--- src/glf_regs.vh ---
/*
  glf_regs.vh: register indices, field positions, reset values and
  memory figures for the gray look-up virtual line fetch block.
  Assumes inclusion by bare name; definitions only.
*/
`ifndef GLF_REGS_VH
`define GLF_REGS_VH

// register indices; byte address is four times the index
`define GLF_IDX_START0      8'h0C
`define GLF_IDX_START1      8'h0D
`define GLF_IDX_START2      8'h10
`define GLF_IDX_LINE_EXTRA  8'h11
`define GLF_IDX_MODE        8'h20
`define GLF_IDX_HWIDTH      8'h21
`define GLF_IDX_VLINES      8'h22
`define GLF_IDX_STATUS      8'h23
`define GLF_IDX_PAL_INDEX   8'h24
`define GLF_IDX_PAL_DATA    8'h25
`define GLF_IDX_FETCH_ADDR  8'h26

// mode register fields
`define GLF_MODE_BPP_LSB    0
`define GLF_MODE_BPP_MSB    1
`define GLF_MODE_EN_BIT     2

// depth codes: bits per pixel is 1 << code
`define GLF_BPP_1           2'h0
`define GLF_BPP_2           2'h1
`define GLF_BPP_4           2'h2
`define GLF_BPP_8           2'h3

// status register fields
`define GLF_STAT_BUSY_BIT   0
`define GLF_STAT_MERR_BIT   1
`define GLF_STAT_LINE_LSB   8

// palette entry layout {red, green, blue}, four bits each
`define GLF_PAL_G_MSB       7
`define GLF_PAL_G_LSB       4

// reset values
`define GLF_RST_LINE_EXTRA  8'h00
`define GLF_RST_START       17'h0_0000
`define GLF_RST_MODE        3'h0
`define GLF_RST_HWIDTH      8'h00
`define GLF_RST_VLINES      9'h000

// display memory: 81920 bytes held as 16-bit words
`define GLF_MEM_BYTES       81920
`define GLF_MEM_WORDS       18'h0_A000
`define GLF_WORD_BITS       16

`endif

--- src/glf_fifo.v ---
/*
  glf_fifo: synchronous FIFO with valid/ready on both sides.
  Assumes one clock, synchronous active-high reset, clock enable.
*/
`timescale 1ns/1ps
module glf_fifo #(
  parameter W  = 18,
  parameter D  = 8,
  parameter AW = 3
) (
  input  wire         ref_clk,
  input  wire         srst,
  input  wire         ce,
  input  wire         in_valid,
  output wire         in_ready,
  input  wire [W-1:0] in_data,
  output wire         out_valid,
  input  wire         out_ready,
  output wire [W-1:0] out_data
);
  reg [W-1:0] mem [0:D-1];
  reg [AW-1:0] wr_q;
  reg [AW-1:0] rd_q;
  reg [AW:0]   cnt_q;
  wire         push;
  wire         pop;

  // honest flags straight from the fill count
  assign in_ready  = (cnt_q != D[AW:0]);
  assign out_valid = (cnt_q != {(AW+1){1'b0}});
  assign out_data  = mem[rd_q];
  assign push      = in_valid & in_ready;
  assign pop       = out_valid & out_ready;

  // storage has no reset, pointers do
  always @(posedge ref_clk) begin
    if (ce && push) begin
      mem[wr_q] <= in_data;
    end
  end

  // pointers wrap at D; D must be a power of two
  always @(posedge ref_clk) begin
    if (srst) begin
      wr_q  <= {AW{1'b0}};
      rd_q  <= {AW{1'b0}};
      cnt_q <= {(AW+1){1'b0}};
    end else if (ce) begin
      if (push) begin
        wr_q <= wr_q + 1'b1;
      end
      if (pop) begin
        rd_q <= rd_q + 1'b1;
      end
      if (push && !pop) begin
        cnt_q <= cnt_q + 1'b1;
      end else if (pop && !push) begin
        cnt_q <= cnt_q - 1'b1;
      end
    end
  end
endmodule // glf_fifo

--- src/glf_pix_sel.v ---
/*
  glf_pix_sel: picks pixel k of a 16-bit buffer word as a table index.
  Low byte is shown first, each byte most significant pixel first.
  Assumes a depth code of 1, 2 or 4 bits per pixel.
*/
`timescale 1ns/1ps
`include "glf_regs.vh"
module glf_pix_sel (
  input  wire [15:0] word,
  input  wire [1:0]  bpp,
  input  wire [3:0]  k,
  output reg  [3:0]  code
);
  reg [3:0]  sh;
  reg [15:0] shifted;

  // bit position of the pixel's least significant bit
  always @* begin
    sh      = 4'h0;
    shifted = 16'h0000;
    code    = 4'h0;
    case (bpp)
      `GLF_BPP_1: begin
        sh   = {k[3], ~k[2:0]};
        code = {3'b000, word[sh]};          // eight per byte
      end
      `GLF_BPP_2: begin
        sh      = {k[2], ~k[1:0], 1'b0};
        shifted = word >> sh;
        code    = {2'b00, shifted[1:0]};    // only entries 0..3
      end
      `GLF_BPP_4: begin
        sh      = {k[1], ~k[0], 2'b00};
        shifted = word >> sh;
        code    = shifted[3:0];             // nibble picks 0..15
      end
      default: begin
        code = 4'h0;
      end
    endcase
  end
endmodule // glf_pix_sel

--- src/glf_gray_fetch.v ---
/*
  glf_gray_fetch: gray shade pixel path with virtual line stride.
  Fetches 16-bit display words line by line, buffers them, unpacks
  pixels and looks up their green intensity for the panel.
  Assumes panel timing gives a one-cycle frame_start on ref_clk, the
  display memory answers each read once with mem_rd_valid, and the
  host uses Avalon-MM with waitrequest.
  Leaves colour modes, panel timing and rotation to other blocks.
*/
// The Avalon-MM interface to the registers was left to the implementer.
`timescale 1ns/1ps
`include "glf_regs.vh"
module glf_gray_fetch (
  input  wire        ref_clk,
  input  wire        srst,
  input  wire        ce,
  input  wire [9:0]  avs_address,
  input  wire        avs_read,
  input  wire        avs_write,
  input  wire [31:0] avs_writedata,
  output reg  [31:0] avs_readdata,
  output wire        avs_waitrequest,
  input  wire        frame_start,
  output reg         mem_rd_req,
  output wire [16:0] mem_addr,
  input  wire        mem_rd_valid,
  input  wire [15:0] mem_rd_data,
  output reg         pix_valid,
  input  wire        pix_ready,
  output reg  [3:0]  pix_gray,
  output reg         pix_line_end,
  output reg         pix_frame_first
);
  // fetch states, one-hot; a stray code falls back to idle through
  // the default branch, so a glitched state cannot lock the fetch
  localparam S_IDLE = 3'b001;
  localparam S_REQ  = 3'b010;
  localparam S_WAIT = 3'b100;

  // software registers; the start is split over three indices, but it
  // is sampled once at frame start, so a half-written start can only
  // spoil a single frame
  reg [7:0]  line_extra_words_q;
  reg [16:0] start_q;
  reg [2:0]  mode_q;
  reg [7:0]  hwidth_q;
  reg [8:0]  vlines_q;
  reg [7:0]  pal_idx_q;
  reg [11:0] palette_table [0:255];
  reg        ack_q;

  // fetch state; base_q keeps the first word of the current line so
  // the stride is added to the line start, not to where the line ended
  reg [2:0]  st_q;
  reg [16:0] addr_q;
  reg [16:0] base_q;
  reg [7:0]  wcnt_q;
  reg [8:0]  lcnt_q;
  reg [1:0]  fbpp_q;
  reg        first_q;

  // unpack state; word_q carries {line end, frame first, data}
  // and k_q counts pixels inside the word currently held
  reg [17:0] word_q;
  reg        word_vld_q;
  reg [3:0]  k_q;

  // bus decode, fetch control, FIFO and unpack nets
  wire [7:0]  idx;
  wire        acc;
  wire [1:0]  bpp_sel;
  wire        mode_bad;
  wire        can_start;
  wire [8:0]  stride;
  wire        last_word;
  wire        last_line;
  wire        f_in_valid;
  wire        f_in_ready;
  wire        f_out_valid;
  wire        f_out_ready;
  wire [17:0] f_out_data;
  wire [3:0]  ppw_m1;
  wire        take;
  wire        last_pix;
  wire [3:0]  code;
  wire [11:0] entry;
  reg  [31:0] rd_mux;

  // keeps an address inside display memory by one subtraction
  // enough for any start below twice the memory size; a larger start
  // is not fully reduced and counts as a software fault
  function [16:0] wrap;
    input [17:0] a;
    reg   [17:0] t;
    begin
      t    = (a >= `GLF_MEM_WORDS) ? (a - `GLF_MEM_WORDS) : a;
      wrap = t[16:0];
    end
  endfunction

  // byte address to register index; the low two bits are ignored
  assign idx      = avs_address[9:2];
  assign acc      = (avs_read | avs_write) & ~ack_q;
  assign bpp_sel  = mode_q[`GLF_MODE_BPP_MSB:`GLF_MODE_BPP_LSB];
  assign mode_bad = (bpp_sel == `GLF_BPP_8);
  assign can_start = mode_q[`GLF_MODE_EN_BIT] & ~mode_bad
                   & (hwidth_q != 8'h00) & (vlines_q != 9'h000);
  // virtual line in words: shown width plus extra words
  // nine bits hold 255 + 255 without overflow
  assign stride    = {1'b0, hwidth_q} + {1'b0, line_extra_words_q};
  assign last_word = (wcnt_q == hwidth_q - 8'h01);
  assign last_line = (lcnt_q == vlines_q - 9'h001);
  assign mem_addr  = addr_q;

  // one wait cycle per access, answer on the next edge
  // ack_q splits a held request into a two-cycle access, so a
  // request that stays up is never taken twice
  assign avs_waitrequest = (avs_read | avs_write) & ~ack_q;

  // register read mux; unmapped indices read zero
  // busy reads as not idle; the line count shows frame progress
  always @* begin
    rd_mux = 32'h0000_0000;
    case (idx)
      `GLF_IDX_START0:     rd_mux = {24'h00_0000, start_q[7:0]};
      `GLF_IDX_START1:     rd_mux = {24'h00_0000, start_q[15:8]};
      `GLF_IDX_START2:     rd_mux = {31'h0000_0000, start_q[16]};
      `GLF_IDX_LINE_EXTRA: rd_mux = {24'h00_0000, line_extra_words_q};
      `GLF_IDX_MODE:       rd_mux = {29'h0000_0000, mode_q};
      `GLF_IDX_HWIDTH:     rd_mux = {24'h00_0000, hwidth_q};
      `GLF_IDX_VLINES:     rd_mux = {23'h00_0000, vlines_q};
      `GLF_IDX_STATUS:     rd_mux = {15'h0000, lcnt_q, 6'h00, mode_bad, ~st_q[0]};
      `GLF_IDX_PAL_INDEX:  rd_mux = {24'h00_0000, pal_idx_q};
      `GLF_IDX_PAL_DATA:   rd_mux = {20'h0_0000, palette_table[pal_idx_q]};
      `GLF_IDX_FETCH_ADDR: rd_mux = {15'h0000, addr_q};
      default:             rd_mux = 32'h0000_0000;
    endcase
  end

  // bus slave: read data latched when the request is first seen;
  // writes land at the edge where waitrequest is low, which is where
  // the master takes completion, so a write never lands early
  always @(posedge ref_clk) begin
    if (srst) begin
      ack_q              <= 1'b0;
      avs_readdata       <= 32'h0000_0000;
      line_extra_words_q <= `GLF_RST_LINE_EXTRA;
      start_q            <= `GLF_RST_START;
      mode_q             <= `GLF_RST_MODE;
      hwidth_q           <= `GLF_RST_HWIDTH;
      vlines_q           <= `GLF_RST_VLINES;
      pal_idx_q          <= 8'h00;
    end else if (ce) begin
      ack_q <= acc;
      if (acc && avs_read) begin
        avs_readdata <= rd_mux;
        if (idx == `GLF_IDX_PAL_DATA) begin
          pal_idx_q <= pal_idx_q + 8'h01;  // walk the table on reads too
        end
      end
      if (ack_q && avs_write) begin
        case (idx)
          `GLF_IDX_START0:     start_q[7:0]  <= avs_writedata[7:0];
          `GLF_IDX_START1:     start_q[15:8] <= avs_writedata[7:0];
          `GLF_IDX_START2:     start_q[16]   <= avs_writedata[0];
          `GLF_IDX_LINE_EXTRA: line_extra_words_q <= avs_writedata[7:0];
          `GLF_IDX_MODE:       mode_q   <= avs_writedata[2:0];
          `GLF_IDX_HWIDTH:     hwidth_q <= avs_writedata[7:0];
          `GLF_IDX_VLINES:     vlines_q <= avs_writedata[8:0];
          `GLF_IDX_PAL_INDEX:  pal_idx_q <= avs_writedata[7:0];
          `GLF_IDX_PAL_DATA:   pal_idx_q <= pal_idx_q + 8'h01;
          default:             pal_idx_q <= pal_idx_q;
        endcase
      end
    end
  end

  // palette storage; all three components kept for software readback
  // only the green nibble reaches the panel; no reset, so entries
  // read unknown until software loads them
  always @(posedge ref_clk) begin
    if (ce && ack_q && avs_write && idx == `GLF_IDX_PAL_DATA) begin
      palette_table[pal_idx_q] <= avs_writedata[11:0];
    end
  end

  // fetch sequencer: one read outstanding, so a free slot at request
  // time is still free when the word comes back
  // depth is latched with the start, so a mode write mid-frame
  // only takes effect at the next frame
  always @(posedge ref_clk) begin
    if (srst) begin
      st_q       <= S_IDLE;
      addr_q     <= 17'h0_0000;
      base_q     <= 17'h0_0000;
      wcnt_q     <= 8'h00;
      lcnt_q     <= 9'h000;
      fbpp_q     <= `GLF_BPP_1;
      first_q    <= 1'b0;
      mem_rd_req <= 1'b0;
    end else if (ce) begin
      mem_rd_req <= 1'b0;
      case (st_q)
        S_IDLE: begin
          // start of frame at the top-left word
          // a frame_start while busy is ignored; the frame in hand runs out
          if (frame_start && can_start) begin
            addr_q  <= wrap({1'b0, start_q});
            base_q  <= wrap({1'b0, start_q});
            wcnt_q  <= 8'h00;
            lcnt_q  <= 9'h000;
            fbpp_q  <= bpp_sel;
            first_q <= 1'b1;
            st_q    <= S_REQ;
          end
        end
        S_REQ: begin
          // wait for room so the returning word always finds a slot
          if (f_in_ready) begin
            mem_rd_req <= 1'b1;
            st_q       <= S_WAIT;
          end
        end
        S_WAIT: begin
          // one read in flight; the address holds until the answer
          if (mem_rd_valid) begin
            first_q <= 1'b0;
            if (last_word) begin
              wcnt_q <= 8'h00;
              if (last_line) begin
                st_q <= S_IDLE;
              end else begin
                // next line starts one virtual line further on
                addr_q <= wrap({1'b0, base_q} + {9'h000, stride});
                base_q <= wrap({1'b0, base_q} + {9'h000, stride});
                lcnt_q <= lcnt_q + 9'h001;
                st_q   <= S_REQ;
              end
            end else begin
              addr_q <= wrap({1'b0, addr_q} + 18'h0_0001);
              wcnt_q <= wcnt_q + 8'h01;
              st_q   <= S_REQ;
            end
          end
        end
        default: begin
          st_q <= S_IDLE;
        end
      endcase
    end
  end

  // words carry their own line-end and frame-first marks
  // the marks ride through the FIFO with the data, so the unpacker
  // needs no line or frame counters of its own
  assign f_in_valid = st_q[2] & mem_rd_valid;

  // eight words cover the panel's stalls while one read is in flight
  glf_fifo #(
    .W  (18),
    .D  (8),
    .AW (3)
  ) u_fifo (
    .ref_clk   (ref_clk),
    .srst      (srst),
    .ce        (ce),
    .in_valid  (f_in_valid),
    .in_ready  (f_in_ready),
    .in_data   ({last_word, first_q, mem_rd_data}),
    .out_valid (f_out_valid),
    .out_ready (f_out_ready),
    .out_data  (f_out_data)
  );

  // pixels per word less one: 16 >> code, minus one
  // a new word leaves the FIFO in the cycle the last pixel of the
  // old one leaves, so a word change costs no bubble
  assign ppw_m1   = 4'hF >> fbpp_q;
  assign take     = word_vld_q & (~pix_valid | pix_ready);
  assign last_pix = (k_q == ppw_m1);
  assign f_out_ready = ~word_vld_q | (take & last_pix);

  // pixel picker; pure logic on the held word
  glf_pix_sel u_sel (
    .word (word_q[15:0]),
    .bpp  (fbpp_q),
    .k    (k_q),
    .code (code)
  );

  // 1 bpp index is 0 or 1, so only two entries reach the lookup
  // 2 bpp index is 0..3; the upper index nibble is zero at every
  // depth, so entries above 15 never reach the panel
  assign entry = palette_table[{4'h0, code}];

  // unpack and output stage; panel stalls through pix_ready
  // pix_valid stays high with its data until the panel takes it;
  // a new pixel may follow in the very next cycle
  always @(posedge ref_clk) begin
    if (srst) begin
      word_q          <= 18'h0_0000;
      word_vld_q      <= 1'b0;
      k_q             <= 4'h0;
      pix_valid       <= 1'b0;
      pix_gray        <= 4'h0;
      pix_line_end    <= 1'b0;
      pix_frame_first <= 1'b0;
    end else if (ce) begin
      // move a pixel out when the output register is free or emptying
      if (take) begin
        pix_valid       <= 1'b1;
        pix_gray        <= entry[`GLF_PAL_G_MSB:`GLF_PAL_G_LSB];
        pix_line_end    <= word_q[17] & last_pix;
        pix_frame_first <= word_q[16] & (k_q == 4'h0);
        k_q             <= last_pix ? 4'h0 : k_q + 4'h1;
      end else if (pix_ready) begin
        pix_valid <= 1'b0;
      end
      // load the next word as the last pixel of this one leaves
      if (f_out_valid && f_out_ready) begin
        word_q     <= f_out_data;
        word_vld_q <= 1'b1;
      end else if (take && last_pix) begin
        word_vld_q <= 1'b0;
      end
    end
  end
endmodule // glf_gray_fetch

--- config.mk ---
export PLATFORM = sky130hd
export DESIGN_NAME = glf_gray_fetch
export DESIGN_NICKNAME = d
export VERILOG_FILES = /design/src/glf_fifo.v /design/src/glf_pix_sel.v /design/src/glf_gray_fetch.v
export VERILOG_INCLUDE_DIRS = /design/src
export SDC_FILE = /design/constraint.sdc
export NUM_CORES = 2
export LEC_CHECK = 0
export ABC_CLOCK_PERIOD_IN_PS = 3400
export BUFFER_PORTS_ARGS = -buffer_cell sky130_fd_sc_hd__buf_2
export CELL_PAD_IN_SITES_DETAIL_PLACEMENT = 1
export CELL_PAD_IN_SITES_GLOBAL_PLACEMENT = 2
export CORE_ASPECT_RATIO = 1.75
export CORE_MARGIN = 2
export CORE_UTILIZATION = 40
export CTS_BUF_LIST = sky130_fd_sc_hd__clkbuf_16
export CTS_CLUSTER_DIAMETER = 60
export DETAILED_ROUTE_END_ITERATION = 10
export PLACE_DENSITY = 0.8
export SYNTH_ARGS = -nofsm -noshare
export SYNTH_HDL_FRONTEND = slang
export SYNTH_HIERARCHICAL = 1
export SYNTH_SLANG_ARGS = --single-unit
--- constraint.sdc ---
create_clock -name ref_clk -period 3.4 [get_ports ref_clk]
set_input_delay 0.51 -clock ref_clk [delete_from_list [all_inputs] [get_ports ref_clk]]
set_output_delay 0.51 -clock ref_clk [all_outputs]
set_load 0.02 [all_outputs]
# --- After elaboration in Yosys (flattened, before gate mapping) ---
# Memories as Yosys holds them, arrays and structs flattened. A register that Yosys moved wholly into a read port is not among the register bits.
# Index checks and enable logic that the tools add are counted.
classes:
  n_addsub: 16
  n_lt_le_gt_ge: 4
  n_eq_ne: 28
  shift: 3
  mux: 52
  bitwise: 22
  reduce_logical: 44
ops:
  columns: ["cell", "n"]
  rows:
  - ["$pmux 17 s11", 1]
  - ["$mux 17", 9]
  - ["$pmux 17 s2", 2]
  - ["$mux 8", 8]
  - ["$eq 8x6->1 const B", 7]
  - ["$sub 17x16->17 const B", 3]
  - ["$ge 18x16->1 const B", 2]
  - ["$mux 9", 4]
  - ["$pmux 8 s3", 1]
  - ["$reduce_and 3->1", 8]
  - ["$add 17x1->18 const B", 1]
  - ["$add 17x9->18", 1]
  - ["$pmux 9 s2", 1]
  - ["$reduce_and 2->1", 9]
  - ["$ge 17x16->1 const B", 1]
  - ["$add 8x1->8 const B", 2]
  - ["$eq 8x4->1 const B", 2]
  - ["$eq 8x5->1 const B", 2]
  - ["$pmux 8 s2", 1]
  - ["$shr 16x4->2", 1]
  - ["$shr 16x4->4", 1]
  - ["$mux 1", 13]
  - ["$mux 3", 4]
  - ["$mux 4", 3]
  - ["44 further kinds", 82]
word_totals:
  regBits: 162
  ramBits: 3216
  in_bits: 66
  output_inout_bits: 58
  wordCells: 197
  memories: 2
mem_list:
  columns: ["name", "depth", "word_bits", "rd", "rd_clocked_by_memory_dff", "write_ports", "line", "rtl"]
  rows:
  - ["palette_table", 256, 12, 2, 2, 1, "glf_gray_fetch.v:49", "reg [11:0] palette_table [0:255];"]
  - ["u_fifo.mem", 8, 18, 1, 1, 1, "glf_fifo.v:21", "reg [W-1:0] mem [0:D-1];"]

# --- Logic depth before layout (Yosys ltp) ---
depth:
  ltp_word: 10
  depth_mapped: 14

# --- Cells and area by module ---
# Netlist, hierarchy kept.
modules_own_cells:
  columns: ["module", "n_inst", "cells_per_inst", "area_per_inst_um2", "seq_area_each_um2"]
  rows:
  - ["glf_gray_fetch", 1, 6457, 128072.8, 95591.7]
  - ["glf_fifo", 1, 278, 6048.3, 4584.4]
  - ["glf_pix_sel", 1, 31, 424.2, 0.0]

# --- Worst setup path after synthesis ---
# No wires, ideal clock.
synth_timing:
  path_kind: "reg-to-reg"
  startpoint: "register k_q[0]"
  endpoint: "register pix_gray[1], read port of palette_table"
  arrival_ns: 3.392
  path_slack_ns: -0.124
  stages_incl_launch_ff: 12
  n_path_buf: 3
  path_cell_list: "dfxtp_1 -> buf_4 -> mux4_2 -> o22a_1 -> o21ai_2 -> o311ai_1 -> clkbuf_1 -> buf_1 -> mux4_2 -> mux4_2 -> nand2_1 -> a21oi_1"
synth_via:
  elab_chain_len: 4
  elab_cells_between_ends: 8
synth_rtl:
  columns: ["element", "line", "rtl"]
  rows:
  - ["start, declared", "glf_gray_fetch.v:66", "reg [3:0] k_q;"]
  - ["start signal, assigned", "glf_gray_fetch.v:315", "k_q <= last_pix ? 4'h0 : k_q + 4'h1;"]
  - ["$not 3->3", "glf_pix_sel.v:24", "sh = {k[3], ~k[2:0]};"]
  - ["$bmux 1 s4", "glf_pix_sel.v:25", "code = {3'b000, word[sh]};"]
  - ["$mux 1 (implied by the code)", "glf_pix_sel.v:25", null]
  - ["$pmux 4 s3 *", "glf_pix_sel.v:22", "case (bpp)"]
  - ["via code[0]", "glf_gray_fetch.v:85", "wire [3:0] code;"]
  - ["end, declared", "glf_gray_fetch.v:30", "output reg [3:0] pix_gray,"]
# Mark *: on every way through the listed nets, which the timed path passes. The rest lies on a longest branch. The select of a mux whose other input is x is not followed.
# A chain may end at the register's enable or synchronous reset.

==> key figures <==
STA
  • Slew at the pin closest to its max-slew limit: 1.27 ns
  • Remaining max-slew budget at the tightest pin: 0.155
  • Worst setup skew after layout: 0.0622 ns
  • Setup repair after global routing missed its margin: true
  • Worst-case hold slack: 0.104 ns
  • Part of the cycle the worst path needs: 0.999
  • Achievable frequency: 0.294 GHz
  • Fin. Hold Viols: 0
  • Final setup fails: 0
  • Pins Over Slew Limit: 0
  • Final Critical Period: 3.40 ns
  • Setup TNS after final layout: 0 ns

Layout
  • Fraction of final layout cells with drive strength greater than 1: 0.313
  • Synthesis-to-finish area growth: 17.8%
  • Layout fillers: 30,900
  • Final net count: 7,821
  • Post-route cell area: about 0.16 mm2
  • Non-filler instance count after layout: roughly 12,000

Yosys
  • Yosys warning total: 6
  • Post-Syn Instances: about 6,800
  • Main synth FF type: sky130_fd_sc_hd__edfxtp_1
  • Number of flip-flops and latches in the synthesized netlist: 3,396
  • Cell type contributing the most total cell area after synthesis: sky130_fd_sc_hd__edfxtp_1
  • Synthesized area per cell: 19.9 um2
  • Netlist area before placement: 0.135 mm2
  • Post-synthesis cell type count: 94
  • Largest cells by area after synthesis: sky130_fd_sc_hd__edfxtp_1 (72%), sky130_fd_sc_hd__mux4_2 (14%), sky130_fd_sc_hd__dfxtp_1 (2.7%)
  • Post-synthesis sequential area ratio: 0.745
  • EDFF count, synth: between 3,000 and 4,000
  • Asr flop ratio synth: 0
  • Area share of the largest cell type after synthesis: 0.718

Setup path
  • Req. time, crit path: 4.14 ns
  • Critical Path AT: 4.14 ns
  • Worst-path maximum fanout: 31
  • CP startpoint kind: flip-flop
  • Delay of the slowest critical-path stage: 0.54 ns
  • Cell-by-cell listing of the critical path: buf_4 > buf_12 > buf_4 > mux4_2 > mux4_2 > nand2_1 > nand4_1 > buf_4 > nand4_1 > a31o_2 > o21ai_0
  • Endpoint class of the critical path: flip-flop
  • Path type of the worst setup path: flip-flop to flip-flop
  • Standard cell with the maximum stage delay on the critical path: sky130_fd_sc_hd__dfxtp_4
  • Worst path most repeated cell: sky130_fd_sc_hd__buf_4

Global route
  • Total routing usage reported by global routing: 0.241
  • Total grt overflow: 0
  • Vias in the first global route: about 78,000
  • Pin count of the biggest net entering global routing: 160
  • Wire length of the first global-routing pass: 590 mm
  • Antenna violations before repair: 10

Outcome
  • Outcome: finished, final reports clean

Detailed routing
  • Number of nets still failing antenna checks after routing: 0
  • Detail-routed net length per standard cell: 33.7 um
  • Initial DRC Count: 8,151
  • Total DRC errors in the routed layout: 0
  • Count of vias placed by the detailed router: 73,800
  • Detailed-route vias per instance: 5.98
  • Wire length reported by the detailed router: 416 mm
  • Pre-antenna DRT Iters: 8

Floorplanning
  • Area enclosed by the die boundary: roughly 0.34 mm2
  • Chip height: 771 um
  • Die boundary width: around 440 um
  • Placement Rows: 281
  • Number of I/O pins: ~120
  • Effective utilization at floorplan: 0.402
  • Area of the core: roughly 0.33 mm2

Clock tree
  • Deepest level of the CTS H-tree: 5
  • Clock latency on the worst-skew pair: 0.90 ns
  • Max clock buf depth: 4
  • TritonCTS Sinks: between 3,000 and 4,000
  • Clock tree from TritonCTS: done
  • Clock slew at reported path FFs: 0.07 ns
  • Total CTS buffers: roughly 290
  • Cell at the root of the clock tree: sky130_fd_sc_hd__clkbuf_16

Pwr
  • Sequential group share of total power: 0.560
  • Clock share of power: 0.406
  • Total power of the final layout: 0.0816 W
  • Max VDD drop: between 300 and 400 uV
  • P per Cell Area: about 520 mW/mm2
  • Comb pwr share: 0.035
  • Switching Fraction: 0.208
  • Leakage component of the power: 49.5 nW
  • Sw Pwr: 0.0170 W
  • Pint: around 0.065 W

Placement
  • Placer Congestion: 0.902
  • Dpl hpwl: 276 mm
  • Placed instance count: around 12,000
  • Input/output buffers: between 80 and 90
  • Post-detailed-placement cell area: 0.148 mm2

Flow run
  • Max-capacitance violation count: 0

Min path
  • Class of the tightest hold or removal check: input port to flip-flop
==> power by group through the flow <==
stage               Combinational, W  Sequential, W  Clock, W
global route                 0.00297         0.0457    0.0346
finish                       0.00285         0.0457    0.0331
CTS                          0.00279         0.0457    0.0335
floorplan                    0.00127         0.0466         0
detailed placement           0.00267         0.0466         0
global placement             0.00255         0.0466         0
==> worst max-delay path: cells and delay by family, from the launching register on <==
| kind | cells | cell delay (ns) |
|---|---|---|
| flip-flops | 1 | 0.54 |
| multiplexers | 2 | 0.90 |
| AO/OA/AOI/OAI | 2 | 0.30 |
| buffers and inverters | 4 | 1.03 |
| AND/OR/NAND/NOR | 3 | 0.46 |
==> Yosys cell counts, types with 10 or more instances <==
library cell / instances
sky130_fd_sc_hd__nand2_1: 288
sky130_fd_sc_hd__a22o_1: 17
sky130_fd_sc_hd__a211oi_1: 36
sky130_fd_sc_hd__nor4_1: 19
sky130_fd_sc_hd__a21oi_1: 219
sky130_fd_sc_hd__xor2_1: 38
sky130_fd_sc_hd__ha_1: 29
sky130_fd_sc_hd__and2_1: 18
sky130_fd_sc_hd__nand2b_1: 12
sky130_fd_sc_hd__nand4_1: 38
sky130_fd_sc_hd__a221oi_1: 25
sky130_fd_sc_hd__and3_1: 17
sky130_fd_sc_hd__o31ai_1: 14
sky130_fd_sc_hd__o221ai_1: 40
sky130_fd_sc_hd__a22oi_1: 124
sky130_fd_sc_hd__buf_1: 31
sky130_fd_sc_hd__a311oi_1: 13
sky130_fd_sc_hd__a31oi_1: 22
sky130_fd_sc_hd__clkbuf_1: 182
sky130_fd_sc_hd__o211ai_1: 27
sky130_fd_sc_hd__buf_4: 90
sky130_fd_sc_hd__o21ai_0: 78
sky130_fd_sc_hd__xnor2_1: 34
sky130_fd_sc_hd__o22ai_1: 32
sky130_fd_sc_hd__or2_2: 17
sky130_fd_sc_hd__fa_1: 10
sky130_fd_sc_hd__inv_1: 34
sky130_fd_sc_hd__buf_2: 88
sky130_fd_sc_hd__mux4_2: 854
sky130_fd_sc_hd__nand3_1: 62
sky130_fd_sc_hd__mux2_2: 26
sky130_fd_sc_hd__mux2i_1: 165
sky130_fd_sc_hd__buf_6: 24
sky130_fd_sc_hd__a21o_1: 12
sky130_fd_sc_hd__nor2_1: 422
sky130_fd_sc_hd__nor3_1: 47
sky130_fd_sc_hd__dfxtp_1: 180
sky130_fd_sc_hd__edfxtp_1: 3216
sky130_fd_sc_hd__nor2b_1: 28
==> flip-flops by register name, indices dropped and copies added, names as in the netlist, 8 cells and up, named ones only <==
name	flops
palette_table	3072
u_fifo/mem	144
word_q	18
avs_readdata	17
base_q	17
mem_addr	17
start_q	17
lcnt_q	9
vlines_q	9
hwidth_q	8
line_extra_words_q	8
pal_idx_q	8
wcnt_q	8
==> final cells by class <==
type | count | area (um2) | share of cell area
Clock buffer | 296 | 7410 | 0.0467
Multi-Input combinational cell | 2932 | 32600 | 0.205
Antenna cell | 13 | 32.5 | 0.000205
Tap cell | 4386 | 5490 | 0.0346
Sequential cell | 3396 | 100000 | 0.632
Timing Repair Buffer | 1066 | 10900 | 0.0687
Inverter | 35 | 138 | 0.000868
Clock inverter | 211 | 1750 | 0.0111
==> cells by family (layout without fill, tap and decap cells) <==
| family | after synthesis | in the layout | synth area share |
|---|---|---|---|
| muxes | 1048 | 1048 | 0.158 |
| AOI/OAI and AO/OA | 740 | 740 | 0.0374 |
| DFF | 3396 | 3396 | 0.745 |
| adders and majority gates | 39 | 39 | 0.00418 |
| other | 1 | 28 | 0.0000279 |
| buffers and inverters | 452 | 1608 | 0.0173 |
| and+or+nand+nor | 1018 | 1018 | 0.0338 |
| xor gates and xnor gates | 72 | 72 | 0.00469 |
==> cells in the final DEF (no fill, tap or decap), types with 161 or more instances in the layout <==
| cell type | instances |
|---|---|
| sky130_fd_sc_hd__dfxtp_1 | 165 |
| sky130_fd_sc_hd__nand2_1 | 287 |
| sky130_fd_sc_hd__a21oi_1 | 212 |
| sky130_fd_sc_hd__mux2i_1 | 161 |
| sky130_fd_sc_hd__nor2_1 | 417 |
| sky130_fd_sc_hd__edfxtp_1 | 3216 |
| sky130_fd_sc_hd__clkbuf_16 | 298 |
| sky130_fd_sc_hd__mux4_2 | 854 |
| sky130_fd_sc_hd__buf_12 | 201 |
| sky130_fd_sc_hd__buf_4 | 723 |
==> metal layers <==
| metal | wire length, um | GRT usage | part of all wire | vias to the layer above |
|---|---|---|---|---|
| met5 | 0 | 0 | 0 | - |
| met4 | 32300 | 0.157 | 0.078 | 0 |
| met3 | 26300 | 0.0312 | 0.063 | 983 |
| met2 | 220000 | 0.436 | 0.53 | 3662 |
| met1 | 138000 | 0.264 | 0.33 | 39300 |
| li1 | - | - | - | 29800 |
==> final timing paths <==
kind | from | endpoint | slack (ns) | cells past startpoint
max reg2reg | flip-flop | avs_readdata[6] | 0.002 | 11
min | avs_writedata[5] | palette_table[188][5] | 0.10 | 1
max | flip-flop | avs_readdata[6] | 0.002 | 11
min reg2reg | pix_gray[3] | pix_gray[3] | 0.45 | 2
==> metrics by stage <==
stage	util	worst slack, ns
6_report	0.473	0.00245
5_1_grt	0.473	-0.0443
4_1_cts	0.472	-0.0364
3_5_place_dp	0.442	-0.397
3_3_place_gp	0.442	-0.349
2_1_floorplan	-	0.0106
==> what timing repair did <==
item,in CTS,in global routing
hold buffers,21,0
gates resized for setup,74,58
buffers inserted,22,17
gates cloned,4,2
pin swaps,10,15
hold endpoints to repair,138,0
setup endpoints to repair,20,20
No activity file was read; power rests on OpenSTA's default activity.
